**src/hbridge_prot_pkg.sv**
```systemverilog
package hbridge_prot_pkg;
   // Register offsets
   localparam logic [6:0] ADDR_GEN = 7'h16;
   localparam logic [6:0] ADDR_WAKE = 7'h31;
   localparam logic [6:0] ADDR_CFG = 7'h3f;
   // Field positions
   localparam int GEN_EN_BIT = 0;
   localparam int WAKE_OV_BIT = 0;
   localparam int CFG_DUAL_A_BIT = 0;
   localparam int CFG_DUAL_B_BIT = 1;
   localparam int CFG_FORCE_BIT = 4;
   // Reset values
   localparam logic [23:0] GEN_RST = 24'h000001;
   localparam logic [23:0] CFG_RST = 24'h000000;
   localparam logic [23:0] WAKE_RST = 24'h000000;
   // Slew step divisor
   localparam int SLEW_DIV = 31;
   // Timing
   localparam int CLK_MHZ = 100;
   localparam int RL_SINK_US = 32;
   localparam int RL_SINK_CYC = RL_SINK_US * CLK_MHZ;
endpackage

```
**src/hbridge_gate_protection_ctrl.sv**
```systemverilog
`timescale 1ns/100ps
// Function
// - Gate current equals slew code times step
// - Slew code zero selects low-impedance switch
// - Current source only below switch threshold
// - Resistive mode on standby or failures
// - Failure entry sinks 32us then resistive
// - Sink phase slew controlled when enabled
// - Overlong drain-source overvoltage trips driver, flags
// - Tripped driver off until flag cleared, except low sides while braking
// - Monitoring only while on, bounded by filter
// - Settling masks result, filter may start
// - Off-state test enters resistive low
// - Low drain-source in test sets flag
// - Two low-side flags, inverted comparator sense
// - Off-state test only in single mode
// - Cross-current delay before each switch-on, except low sides while braking
// - PWM uses two equal locking timers
// - Manchester failure lines turn sinks on
// - Standby turns sinks on, decoder stopped
// - Sink current limit trips, flag cleared
// - Force bit turns both sinks on
// - Generator overvoltage turns all low sides on
// - Generator enable resets on, wake bit
// - Braking releases when overvoltage ends
module hbridge_gate_protection_ctrl #(
   parameter int DS_FILT_CYC = 600,
   parameter int DS_SETTLE_CYC = 200,
   parameter int OL_FILT_CYC = 2000,
   parameter int FSO_FILT_CYC = 1000,
   parameter int LOCK_STEP_CYC = 25,
   parameter int MAN_HALF_CYC = 50,
   parameter int I_MAX_UA = 31000
) (
   input wire logic i_mclk,
   input wire logic i_sys_rst,
   input wire logic i_ce,
   input wire logic i_reg_wr,
   input wire logic i_reg_rd,
   input wire logic [6:0] i_reg_addr,
   input wire logic [23:0] i_reg_wdata,
   output logic [23:0] o_reg_rdata,
   input wire logic i_standby,
   input wire logic i_thermal_shutdown_one,
   input wire logic i_pump_low_flag,
   input wire logic i_invalid_command_flag,
   input wire logic i_vs_ov,
   input wire logic [1:0] i_bridge_enable_bit,
   input wire logic [1:0] i_offstate_test_h1_l2,
   input wire logic [1:0] i_offstate_test_h2_l1,
   input wire logic [1:0] i_pwm_mode,
   input wire logic [1:0] i_bridge_pwm_input,
   input wire logic [1:0][4:0] i_slew_code,
   input wire logic [3:0] i_bridge_a_lock_time,
   input wire logic [3:0] i_bridge_b_lock_time,
   input wire logic [7:0] i_drv_cmd,
   input wire logic [7:0] i_ds_over,
   input wire logic [7:0] i_ds_low,
   input wire logic [7:0] i_vds_below_sw,
   input wire logic [7:0] i_ds_clr,
   input wire logic [3:0] i_fs_line,
   input wire logic [1:0] i_fso_ilim,
   input wire logic [1:0] i_fso_oc_clr,
   output logic [7:0] o_gate_on,
   output logic [7:0] o_hs_src_on,
   output logic [1:0][15:0] o_hs_cur_ua,
   output logic [1:0] o_rl_sink,
   output logic [1:0] o_rl_resistive,
   output logic [1:0] o_sink_slew,
   output logic [7:0] o_ds_monitor_flag,
   output logic [1:0] o_fso_on,
   output logic [1:0] o_safety_sink_overcurrent
);
   typedef enum logic [2:0] {PW_HS_ON, PW_HS_OFF_LK, PW_LS_LK, PW_LS_ON, PW_HS_LK} pwm_st_t;

   localparam int MAN_MID = (3 * MAN_HALF_CYC) / 2;
   localparam int MAN_TMO = 4 * MAN_HALF_CYC;
   localparam int SLEW_STEP_UA = I_MAX_UA / hbridge_prot_pkg::SLEW_DIV;

   logic [23:0] gen_ff, cfg_ff, wake_ff;
   logic [1:0] fail_q_ff, sink_ff, res_ff, sink_slew_ff;
   logic [1:0][15:0] rl_cnt_ff, pwm_cnt_ff, cur_ff;
   pwm_st_t [1:0] pwm_st_ff;
   logic [7:0] gate_ff, src_ff, flag_ff;
   logic [7:0][15:0] ccd_cnt_ff, filt_ff, age_ff;
   logic [3:0] line_q_ff, data_ff;
   logic [3:0][15:0] run_ff;
   logic [1:0] fso_ff, oc_ff;
   logic [1:0][15:0] oc_cnt_ff;
   logic fail, brake, gen_en, fs_fail, force_on;
   logic [1:0] dual, ost, rl_req, pwm_hs, pwm_ls, nxt_sink;
   logic [7:0] ok, nxt_gate;

   // Lock time in cycles from a 4-bit code
   function automatic logic [15:0] lock_cyc(input logic [3:0] c);
      return 16'(int'(c) * LOCK_STEP_CYC);
   endfunction

   function automatic logic [3:0] lock_of(input int b);
      return (b == 0) ? i_bridge_a_lock_time : i_bridge_b_lock_time;
   endfunction

   // Common conditions
   assign gen_en = gen_ff[hbridge_prot_pkg::GEN_EN_BIT];
   assign force_on = cfg_ff[hbridge_prot_pkg::CFG_FORCE_BIT];
   assign dual = {cfg_ff[hbridge_prot_pkg::CFG_DUAL_B_BIT], cfg_ff[hbridge_prot_pkg::CFG_DUAL_A_BIT]};
   assign fail = i_thermal_shutdown_one | i_pump_low_flag | i_invalid_command_flag;
   assign brake = gen_en & i_vs_ov & ~i_standby;
   assign ost = i_bridge_enable_bit & (i_offstate_test_h1_l2 | i_offstate_test_h2_l1) & ~dual;
   assign rl_req = {2{i_standby | fail}} | ~i_bridge_enable_bit | ost;
   assign fs_fail = |data_ff;

   // Register port; status read clears, a new wake event in the same cycle wins
   always_ff @(posedge i_mclk) begin
      if (i_sys_rst) begin
         gen_ff <= hbridge_prot_pkg::GEN_RST;
         cfg_ff <= hbridge_prot_pkg::CFG_RST;
         wake_ff <= hbridge_prot_pkg::WAKE_RST;
         o_reg_rdata <= 24'h000000;
      end else if (i_ce) begin
         if (i_reg_wr && i_reg_addr == hbridge_prot_pkg::ADDR_GEN) begin
            gen_ff <= i_reg_wdata;
         end
         if (i_reg_wr && i_reg_addr == hbridge_prot_pkg::ADDR_CFG) begin
            cfg_ff <= i_reg_wdata;
         end
         if (i_reg_rd && i_reg_addr == hbridge_prot_pkg::ADDR_WAKE) begin
            wake_ff <= 24'h000000;
         end
         if (i_standby && gen_en && i_vs_ov) begin
            wake_ff[hbridge_prot_pkg::WAKE_OV_BIT] <= 1'b1;
         end
         if (i_reg_rd) begin
            unique case (i_reg_addr)
               hbridge_prot_pkg::ADDR_GEN: o_reg_rdata <= gen_ff;
               hbridge_prot_pkg::ADDR_WAKE: o_reg_rdata <= wake_ff;
               hbridge_prot_pkg::ADDR_CFG: o_reg_rdata <= cfg_ff;
               default: o_reg_rdata <= 24'h000000;
            endcase
         end
      end
   end

   // Next sink state; resistive and slew flops follow it so no resistive glitch precedes the sink
   always_comb begin
      for (int b = 0; b < 2; b++) begin
         nxt_sink[b] = (fail & ~fail_q_ff[b]) | (rl_cnt_ff[b] != 16'h0000);
      end
   end

   // Resistive-low entry: a failure edge starts a fixed active sink phase
   always_ff @(posedge i_mclk) begin
      if (i_sys_rst) begin
         fail_q_ff <= 2'h0;
         sink_ff <= 2'h0;
         res_ff <= 2'h3;
         sink_slew_ff <= 2'h0;
         rl_cnt_ff <= '0;
      end else if (i_ce) begin
         for (int b = 0; b < 2; b++) begin
            fail_q_ff[b] <= fail;
            if (fail && !fail_q_ff[b]) begin
               rl_cnt_ff[b] <= 16'(hbridge_prot_pkg::RL_SINK_CYC - 1);
            end else if (rl_cnt_ff[b] != 16'h0000) begin
               rl_cnt_ff[b] <= rl_cnt_ff[b] - 16'h0001;
            end
            sink_ff[b] <= nxt_sink[b];
            res_ff[b] <= rl_req[b] & ~nxt_sink[b];
            sink_slew_ff[b] <= nxt_sink[b] & (i_slew_code[b] != 5'h00);
         end
      end
   end

   // PWM locking: both lock timers use the same programmed time
   always_comb begin
      for (int b = 0; b < 2; b++) begin
         pwm_hs[b] = pwm_st_ff[b] == PW_HS_ON || pwm_st_ff[b] == PW_HS_OFF_LK;
         pwm_ls[b] = pwm_st_ff[b] == PW_LS_ON;
      end
   end

   always_ff @(posedge i_mclk) begin
      if (i_sys_rst) begin
         pwm_st_ff <= '{default: PW_LS_LK};
         pwm_cnt_ff <= '0;
      end else if (i_ce) begin
         for (int b = 0; b < 2; b++) begin
            pwm_cnt_ff[b] <= pwm_cnt_ff[b] + 16'h0001;
            if (!i_pwm_mode[b]) begin
               pwm_st_ff[b] <= PW_LS_LK;
               pwm_cnt_ff[b] <= 16'h0000;
            end else begin
               unique case (pwm_st_ff[b])
                  PW_HS_ON: begin
                     pwm_cnt_ff[b] <= 16'h0000;
                     if (!i_bridge_pwm_input[b]) begin
                        pwm_st_ff[b] <= PW_HS_OFF_LK;
                     end
                  end
                  PW_HS_OFF_LK: begin
                     if (i_bridge_pwm_input[b]) begin
                        pwm_st_ff[b] <= PW_HS_ON;
                     end else if (pwm_cnt_ff[b] >= lock_cyc(lock_of(b))) begin
                        pwm_st_ff[b] <= PW_LS_LK;
                        pwm_cnt_ff[b] <= 16'h0000;
                     end
                  end
                  PW_LS_LK: begin
                     if (i_bridge_pwm_input[b]) begin
                        pwm_st_ff[b] <= PW_HS_LK;
                        pwm_cnt_ff[b] <= 16'h0000;
                     end else if (pwm_cnt_ff[b] >= lock_cyc(lock_of(b))) begin
                        pwm_st_ff[b] <= PW_LS_ON;
                     end
                  end
                  PW_LS_ON: begin
                     pwm_cnt_ff[b] <= 16'h0000;
                     if (i_bridge_pwm_input[b]) begin
                        pwm_st_ff[b] <= PW_HS_LK;
                     end
                  end
                  PW_HS_LK: begin
                     if (!i_bridge_pwm_input[b]) begin
                        pwm_st_ff[b] <= PW_LS_LK;
                        pwm_cnt_ff[b] <= 16'h0000;
                     end else if (pwm_cnt_ff[b] >= lock_cyc(lock_of(b))) begin
                        pwm_st_ff[b] <= PW_HS_ON;
                     end
                  end
               endcase
            end
         end
      end
   end

   // Cross-current delay counts from the internal switch-on command
   always_ff @(posedge i_mclk) begin
      if (i_sys_rst) begin
         ccd_cnt_ff <= '0;
      end else if (i_ce) begin
         for (int d = 0; d < 8; d++) begin
            if (!i_drv_cmd[d]) begin
               ccd_cnt_ff[d] <= 16'h0000;
            end else if (ccd_cnt_ff[d] < lock_cyc(lock_of(d / 4))) begin
               ccd_cnt_ff[d] <= ccd_cnt_ff[d] + 16'h0001;
            end
         end
      end
   end

   // Gate decision; braking overrides every protection on the low sides
   always_comb begin
      for (int d = 0; d < 8; d++) begin
         if (i_pwm_mode[d / 4] && (d % 4) < 2) begin
            ok[d] = d[0] ? pwm_ls[d / 4] : pwm_hs[d / 4];
         end else begin
            ok[d] = i_drv_cmd[d] && ccd_cnt_ff[d] >= lock_cyc(lock_of(d / 4));
         end
         nxt_gate[d] = (brake & d[0])
            | (~rl_req[d / 4] & ~sink_ff[d / 4] & ok[d] & ~flag_ff[d]);
      end
   end

   // Drive outputs and slew-rate current source selection
   always_ff @(posedge i_mclk) begin
      if (i_sys_rst) begin
         gate_ff <= 8'h00;
         src_ff <= 8'h00;
         cur_ff <= '0;
      end else if (i_ce) begin
         gate_ff <= nxt_gate;
         for (int d = 0; d < 8; d++) begin
            src_ff[d] <= !d[0] && gate_ff[d] && i_slew_code[d / 4] != 5'h00 && i_vds_below_sw[d];
         end
         for (int b = 0; b < 2; b++) begin
            cur_ff[b] <= 16'(int'(i_slew_code[b]) * SLEW_STEP_UA);
         end
      end
   end

   // One filter counter per driver serves on-state and off-state checks
   always_ff @(posedge i_mclk) begin
      if (i_sys_rst) begin
         filt_ff <= '0;
         age_ff <= '0;
         flag_ff <= 8'h00;
      end else if (i_ce) begin
         for (int d = 0; d < 8; d++) begin
            if (!gate_ff[d]) begin
               age_ff[d] <= 16'h0000;
            end else if (age_ff[d] < 16'(DS_SETTLE_CYC)) begin
               age_ff[d] <= age_ff[d] + 16'h0001;
            end
            if (gate_ff[d] ? i_ds_over[d] : (ost[d / 4] & d[0] & i_ds_low[d])) begin
               filt_ff[d] <= filt_ff[d] + 16'h0001;
            end else begin
               filt_ff[d] <= 16'h0000;
            end
            // Set beats a clear arriving in the same cycle
            flag_ff[d] <= (flag_ff[d] & ~i_ds_clr[d])
               | (gate_ff[d] && filt_ff[d] >= 16'(DS_FILT_CYC) && age_ff[d] >= 16'(DS_SETTLE_CYC))
               | (!gate_ff[d] && filt_ff[d] >= 16'(OL_FILT_CYC));
         end
      end
   end

   // Manchester check: stuck line or decoded one means failure; idle in standby
   always_ff @(posedge i_mclk) begin
      if (i_sys_rst || (i_ce && i_standby)) begin
         line_q_ff <= 4'h0;
         data_ff <= 4'h0;
         run_ff <= '0;
      end else if (i_ce) begin
         line_q_ff <= i_fs_line;
         for (int k = 0; k < 4; k++) begin
            if (i_fs_line[k] != line_q_ff[k]) begin
               run_ff[k] <= 16'h0000;
               if (run_ff[k] >= 16'(MAN_MID)) begin
                  data_ff[k] <= i_fs_line[k];
               end
            end else if (run_ff[k] >= 16'(MAN_TMO)) begin
               data_ff[k] <= 1'b1;
            end else begin
               run_ff[k] <= run_ff[k] + 16'h0001;
            end
         end
      end
   end

   // Safety sinks with current-limit trip; flag set wins over clear
   always_ff @(posedge i_mclk) begin
      if (i_sys_rst) begin
         fso_ff <= 2'h0;
         oc_ff <= 2'h0;
         oc_cnt_ff <= '0;
      end else if (i_ce) begin
         for (int s = 0; s < 2; s++) begin
            fso_ff[s] <= (fs_fail | i_standby | force_on) & ~oc_ff[s];
            if (fso_ff[s] && i_fso_ilim[s]) begin
               oc_cnt_ff[s] <= oc_cnt_ff[s] + 16'h0001;
            end else begin
               oc_cnt_ff[s] <= 16'h0000;
            end
            oc_ff[s] <= (oc_ff[s] & ~i_fso_oc_clr[s]) | (oc_cnt_ff[s] >= 16'(FSO_FILT_CYC));
         end
      end
   end

   assign o_gate_on = gate_ff;
   assign o_hs_src_on = src_ff;
   assign o_hs_cur_ua = cur_ff;
   assign o_rl_sink = sink_ff;
   assign o_rl_resistive = res_ff;
   assign o_sink_slew = sink_slew_ff;
   assign o_ds_monitor_flag = flag_ff;
   assign o_fso_on = fso_ff;
   assign o_safety_sink_overcurrent = oc_ff;
endmodule

```
**config.mk**
```make
export PLATFORM = sky130hd
export DESIGN_NAME = hbridge_gate_protection_ctrl
export DESIGN_NICKNAME = d
export VERILOG_FILES = /design/src/hbridge_prot_pkg.sv /design/src/hbridge_gate_protection_ctrl.sv
export SDC_FILE = /design/constraint.sdc
export NUM_CORES = 2
export LEC_CHECK = 0
export ABC_AREA = 0
export BUFFER_PORTS_ARGS = -buffer_cell sky130_fd_sc_hd__buf_4
export CORE_ASPECT_RATIO = 0.8
export CORE_UTILIZATION = 61
export DETAILED_ROUTE_END_ITERATION = 10
export PLACE_DENSITY = 0.8
export SYNTH_ARGS = -nofsm -noshare
export SYNTH_HDL_FRONTEND = slang
export SYNTH_SLANG_ARGS = --single-unit
```
**constraint.sdc**
```tcl
create_clock -name i_mclk -period 3.65 [get_ports i_mclk]
set_input_delay 0.1825 -clock i_mclk [delete_from_list [all_inputs] [get_ports i_mclk]]
set_output_delay 0.1825 -clock i_mclk [all_outputs]
set_load 0.1 [all_outputs]
```
# After elaboration in Yosys (flattened, before gate mapping)
# Cells that the tools add are included.
# classes
div_mod_pow	0
mux	113
multipliers	4
n_lt_le_gt_ge	60
addsub	34
reduce_logical	111
n_bitwise	107
n_eq_ne	49
shifts	0
# op_table
cell	count
$mux 16	64
$add 16x1->16 const B	32
$ge 16x8->1 const B	12
$ge 16x10->1 const B	10
$ge 16x11->1 const B	8
$ge 16x16->1	8
$lt 16x16->1	8
$lt 16x8->1 const B	8
$pmux 16 s4	2
$pmux 24 s3	1
$ge 16x7->1 const B	4
$mux 3	18
$reduce_and 2->1	26
$logic_and 1x1->1	50
$and 1x1->1	42
$ne 2x1->1 const B	20
$ge 16x9->1	2
$reduce_bool 16->1	2
$sub 16x1->16 const B	2
$pmux 3 s5	2
$not 1->1	29
$or 1x1->1	29
$mux 1	26
$mul 5x7->12 const B	2
other kinds (23)	71
# totals
mem_count	0
in_bits	117
ramBits	0
output_inout_bits	90
latchBits	0
reg_bits	688
mem_bits_ro	0

# Logic depth before layout (Yosys ltp)
# depth
ltp_word	10
ltp_mapped	16
ltp_nobuf	15

# Least setup slack after synthesis
# OpenSTA, ideal clock, no wires.
# synth_path
path_kind	input port to flip-flop
startpoint	input port i_bridge_b_lock_time[0]
endpoint	register ccd_cnt_ff[104] (netlist name)
arrival_ns	3.267
cell_stages	11
path_slack_ns	0.269
n_path_buf	0
path_cell_list	ha_1 > ha_1 > fa_1 > xnor2_1 > ha_1 > a21o_1 > a21oi_1 > nand3_1 > a2111oi_1 > a31oi_1 > o21a_1
# synth_via
elab_chain_cells	4
# synth_lines
element	line	text
from (decl)	hbridge_gate_protection_ctrl.sv:55	input wire logic [3:0] i_bridge_b_lock_time,
$mul 4x5->9	hbridge_gate_protection_ctrl.sv:96	return 16'(int'(c) * LOCK_STEP_CYC);
$lt 16x16->1	hbridge_gate_protection_ctrl.sv:244	end else if (ccd_cnt_ff[d] < lock_cyc(lock_of(d / 4))) begin
$ne 2x1->1 (no source line)	--	
$reduce_and 2->1 (no source line)	--	
to (signal, indexed assignment)	hbridge_gate_protection_ctrl.sv:245	ccd_cnt_ff[d] <= ccd_cnt_ff[d] + 16'h0001;
to (decl)	hbridge_gate_protection_ctrl.sv:85	logic [7:0][15:0] ccd_cnt_ff, filt_ff, age_ff;
# No other way between the ends.
# A chain may end at the register's enable or synchronous reset.

# Worst setup path in the final report
# layout_path
startpoint	input port i_slew_code[2] (netlist name)
endpoint	register cur_ff (netlist bit o_hs_cur_ua[13])
# layout_via
elab_chain_cells	1
# layout_lines
element	line	text
from (decl)	hbridge_gate_protection_ctrl.sv:53	input wire logic [1:0][4:0] i_slew_code,
$mul 5x7->12	hbridge_gate_protection_ctrl.sv:276	cur_ff[b] <= 16'(int'(i_slew_code[b]) * SLEW_STEP_UA);
to (signal, indexed assignment)	hbridge_gate_protection_ctrl.sv:276	
to (decl)	hbridge_gate_protection_ctrl.sv:82	logic [1:0][15:0] rl_cnt_ff, pwm_cnt_ff, cur_ff;
# No other way between the ends.

==> flow_summary.toml <==
[drt]
first_pass_iters = 5
postRouteAntennaNets = 0
drt_iter0_drc = 2240
drc = 0
vias = 28690
vias_per_cell = 5.763
wl_per_cell_um = 16.16
wirelength_um = 80470

[clocking]
clk_path_buf_depth = 3
clkLatencyLatePin_ns = 0.62
clk_pin_slew_ns = 0.06
cts-buffers-inserted = 68
cts_sinks = 686
root_buffer = "clkbuf_16"
htree_num_levels = 3
cts_tree = "yes"
cts_setup_buffers = 0

[timing]
max_freq_mhz = 293.2
setup_viol = 0
timing.final.crit_share = 0.9344
hold_viol_final = 0
slew_headroom = 0.1787
report.final.slew_viol_count = 0
fin_skew_ns = 0.02451
period_needed_ns = 3.411
worst_pin_slew_ns = 1.229
tns_ns = 0

[layout]
drive_gt1_frac = 0.09754
num-fill-cells = 4116
fin_nets = 4522
multiInputGateArea_um2 = 18770
ff_latch_area_um2 = 13730
area_growth_pct = 15.58

[logic_synthesis]
ys_warn_count = 0
syn_area_per_cell_um2 = 8.582
synth_edf_count = 0
ys_types = 90
ys_seq_area_frac = 0.4067
synth_top_flop_cell = "dfxtp_1"
ys_seq_elements = 686
async_flop_share = 0
synth_area_um2 = 33770
synth_cells = 3935

[setup_path]
max_stage_delay_ns = 0.56
crit_slowest_cell = "fa_1"
crit_fanout = 6
cp-end-kind = "register"
startpoint_type = "primary input"
cp.arrival_ns = 3.89
critPathKind = "primary input to register"
timing.critical_path.cells = "dlygate4sd3_1 > buf_4 > fa_1 > inv_1 > fa_1 > inv_1 > fa_1 > ha_1 > inv_1 > o21bai_1 > a21oi_2 > o21bai_1 > a21oi_1 > mux2i_1 > o21ai_0"
crit_required_ns = 4.13

[die]
io_pins = 207
die-width_um = 265.1
coreArea_um2 = 54300
rows = 76
die_y_um = 212.4
fp.dieArea_um2 = 56310
start_util = 0.6219

[job]
maxCapViolations = 0

[power]
power_mw = 17.54
p_per_area_nw_per_um2 = 449.3
internal_power_mw = 12.71
seqPwrFrac = 0.442
leakage_nw = 15.51
switching_power_mw = 4.826
vdd_ir_drop_max_mv = 0.4647
pwr-share-clk = 0.414
p_sw_frac = 0.2752
p_comb_frac = 0.144

[grt]
grt_pass1_vias = 26320
grt_max_degree = 104
antenna_found_initial = 5
grt_pass1_wl_um = 131500
overflow = 0
grt_usage = 0.2813

[placed_design]
gp_congestion = 0.8822
dp_hpwl_um = 55810
numPortBuffers = 186

[worst_hold_path]
hp-class = "primary input to register"

[status]
status = "finished clean"
[worst paths after layout]
path | to | from | slack [ns] | cells past startpoint
setup / recovery | o_hs_cur_ua[13]$_SDFFE_PP0P_ | i_slew_code[2] | 0.24 | 15
hold / removal | o_hs_cur_ua[10]$_SDFFE_PP0P_ | i_sys_rst | 0.02 | 2
setup reg to reg | pwm_cnt_ff[19]$_SDFFE_PP0P_ | pwm_cnt_ff[19]$_SDFFE_PP0P_ | 0.76 | 9
hold reg to reg | age_ff[124]$_SDFFE_PP0P_ | age_ff[124]$_SDFFE_PP0P_ | 0.45 | 2
[state kept, by name, indices dropped and copies added (netlist names), 32 cells and up]
register    flops
age_ff        128
ccd_cnt_ff    128
filt_ff       128
oc_cnt_ff      32
pwm_cnt_ff     32
rl_cnt_ff      32
run_ff         64
[critical path, delay by kind of cell]
family,cells,cell delay [ns]
AOI/OAI and AO/OA,5,0.68
adders and majority gates,4,1.86
buffers and inverters,5,0.96
muxes,1,0.21
[Yosys cell counts, types with 33 or more instances]
master    number  area (um^2)
dfxtp_1      686        13730
nand3_1      117        585.6
clkbuf_1     116        435.4
nand4_1      116        725.7
o21ai_0       94        470.5
nor4_1        52        325.3
nor2_1       566         2125
a31oi_1       59        369.1
ha_1         202         2527
nor3_1        68        340.3
inv_1        183        686.9
and3_1        77        481.7
a21oi_1      265         1326
mux2i_1       52        520.5
nand2b_1      38        237.7
a21o_1        33        247.7
a211oi_1      46        345.3
nand2_1      334         1254
xnor2_1      107        937.2
and2_1        81        506.7
xor2_1       171         1498
[cell usage in the layout, fill, tap and decap left out, drive strengths merged, types with 77 or more instances in the layout]
master	n
and2	82
ha	202
dfxtp	686
buf	257
nor2	567
nand4	116
xnor2	107
nand2	334
and3	77
clkbuf	98
nand3	117
inv	188
a21oi	266
o21ai	97
xor2	171
[routing by layer]
layer / GRT usage / share of wire
met1: 0.3963 / 0.47
met2: 0.4329 / 0.44
met3: 0.04957 / 0.056
met4: 0.09847 / 0.031
met5: 0 / 0.00039
[cell families (layout without fill, tap and decap cells)]
| logic type | after synthesis | in the layout | share of synthesized area |
|---|---|---|---|
| flip-flops | 686 | 686 | 0.4067 |
| multiplexers | 52 | 52 | 0.01541 |
| AND/OR/NAND/NOR | 1608 | 1608 | 0.2321 |
| AO/OA/AOI/OAI | 742 | 742 | 0.1446 |
| other | 1 | 15 | 0.0001110 |
| XOR/XNOR | 278 | 278 | 0.07210 |
| adder cells (fa/ha/maj) | 230 | 230 | 0.08967 |
| buffers and inverters | 338 | 626 | 0.03935 |
[power by group through the flow]
stage / sequential [mW] / combinational [mW] / clock [mW]
after floorplan: 8.40 / 1.25 / 0
after global placement: 7.91 / 2.36 / 0
after detailed placement: 7.91 / 2.41 / 0
after CTS: 7.75 / 2.49 / 7.37
after global routing: 7.76 / 2.74 / 7.73
final: 7.75 / 2.52 / 7.27
[area by class of cell]
cell class              count  area share
clock inverters            26    0.008238
inverters                 184     0.01776
flip-flops and latches    686      0.3519
repair buffers            319     0.06626
diodes                      3   0.0001923
clock buffers              97     0.05107
multi-input cells        2922      0.4809
well taps                 741     0.02375
[what timing repair did]
action                                 CTS  global route
hold buffers                            61             0
gates resized for setup                  0             4
endpoints found under the hold margin   94             0
setup endpoints to repair                0             2
[stage by stage]
| step | area (um^2) | setup WS [ns] | hold WS, ns | cells | utilization |
|---|---|---|---|---|---|
| detailed placement | 36080 | -0.1579 | 0.4074 | 4791 | 0.6646 |
| global route | 39030 | -0.0008731 | 0.04763 | 4977 | 0.7188 |
| global placement | 36080 | -0.002723 | 0.4065 | 4791 | 0.6646 |
| floorplan | 33810 | 0.2686 | 0.3036 | 3946 | - |
| CTS | 39010 | 0.1382 | 0.01156 | 4975 | 0.7184 |
| finish | 39030 | 0.2394 | 0.01989 | 4978 | 0.7188 |
No activity file was read; power rests on OpenSTA's default activity.
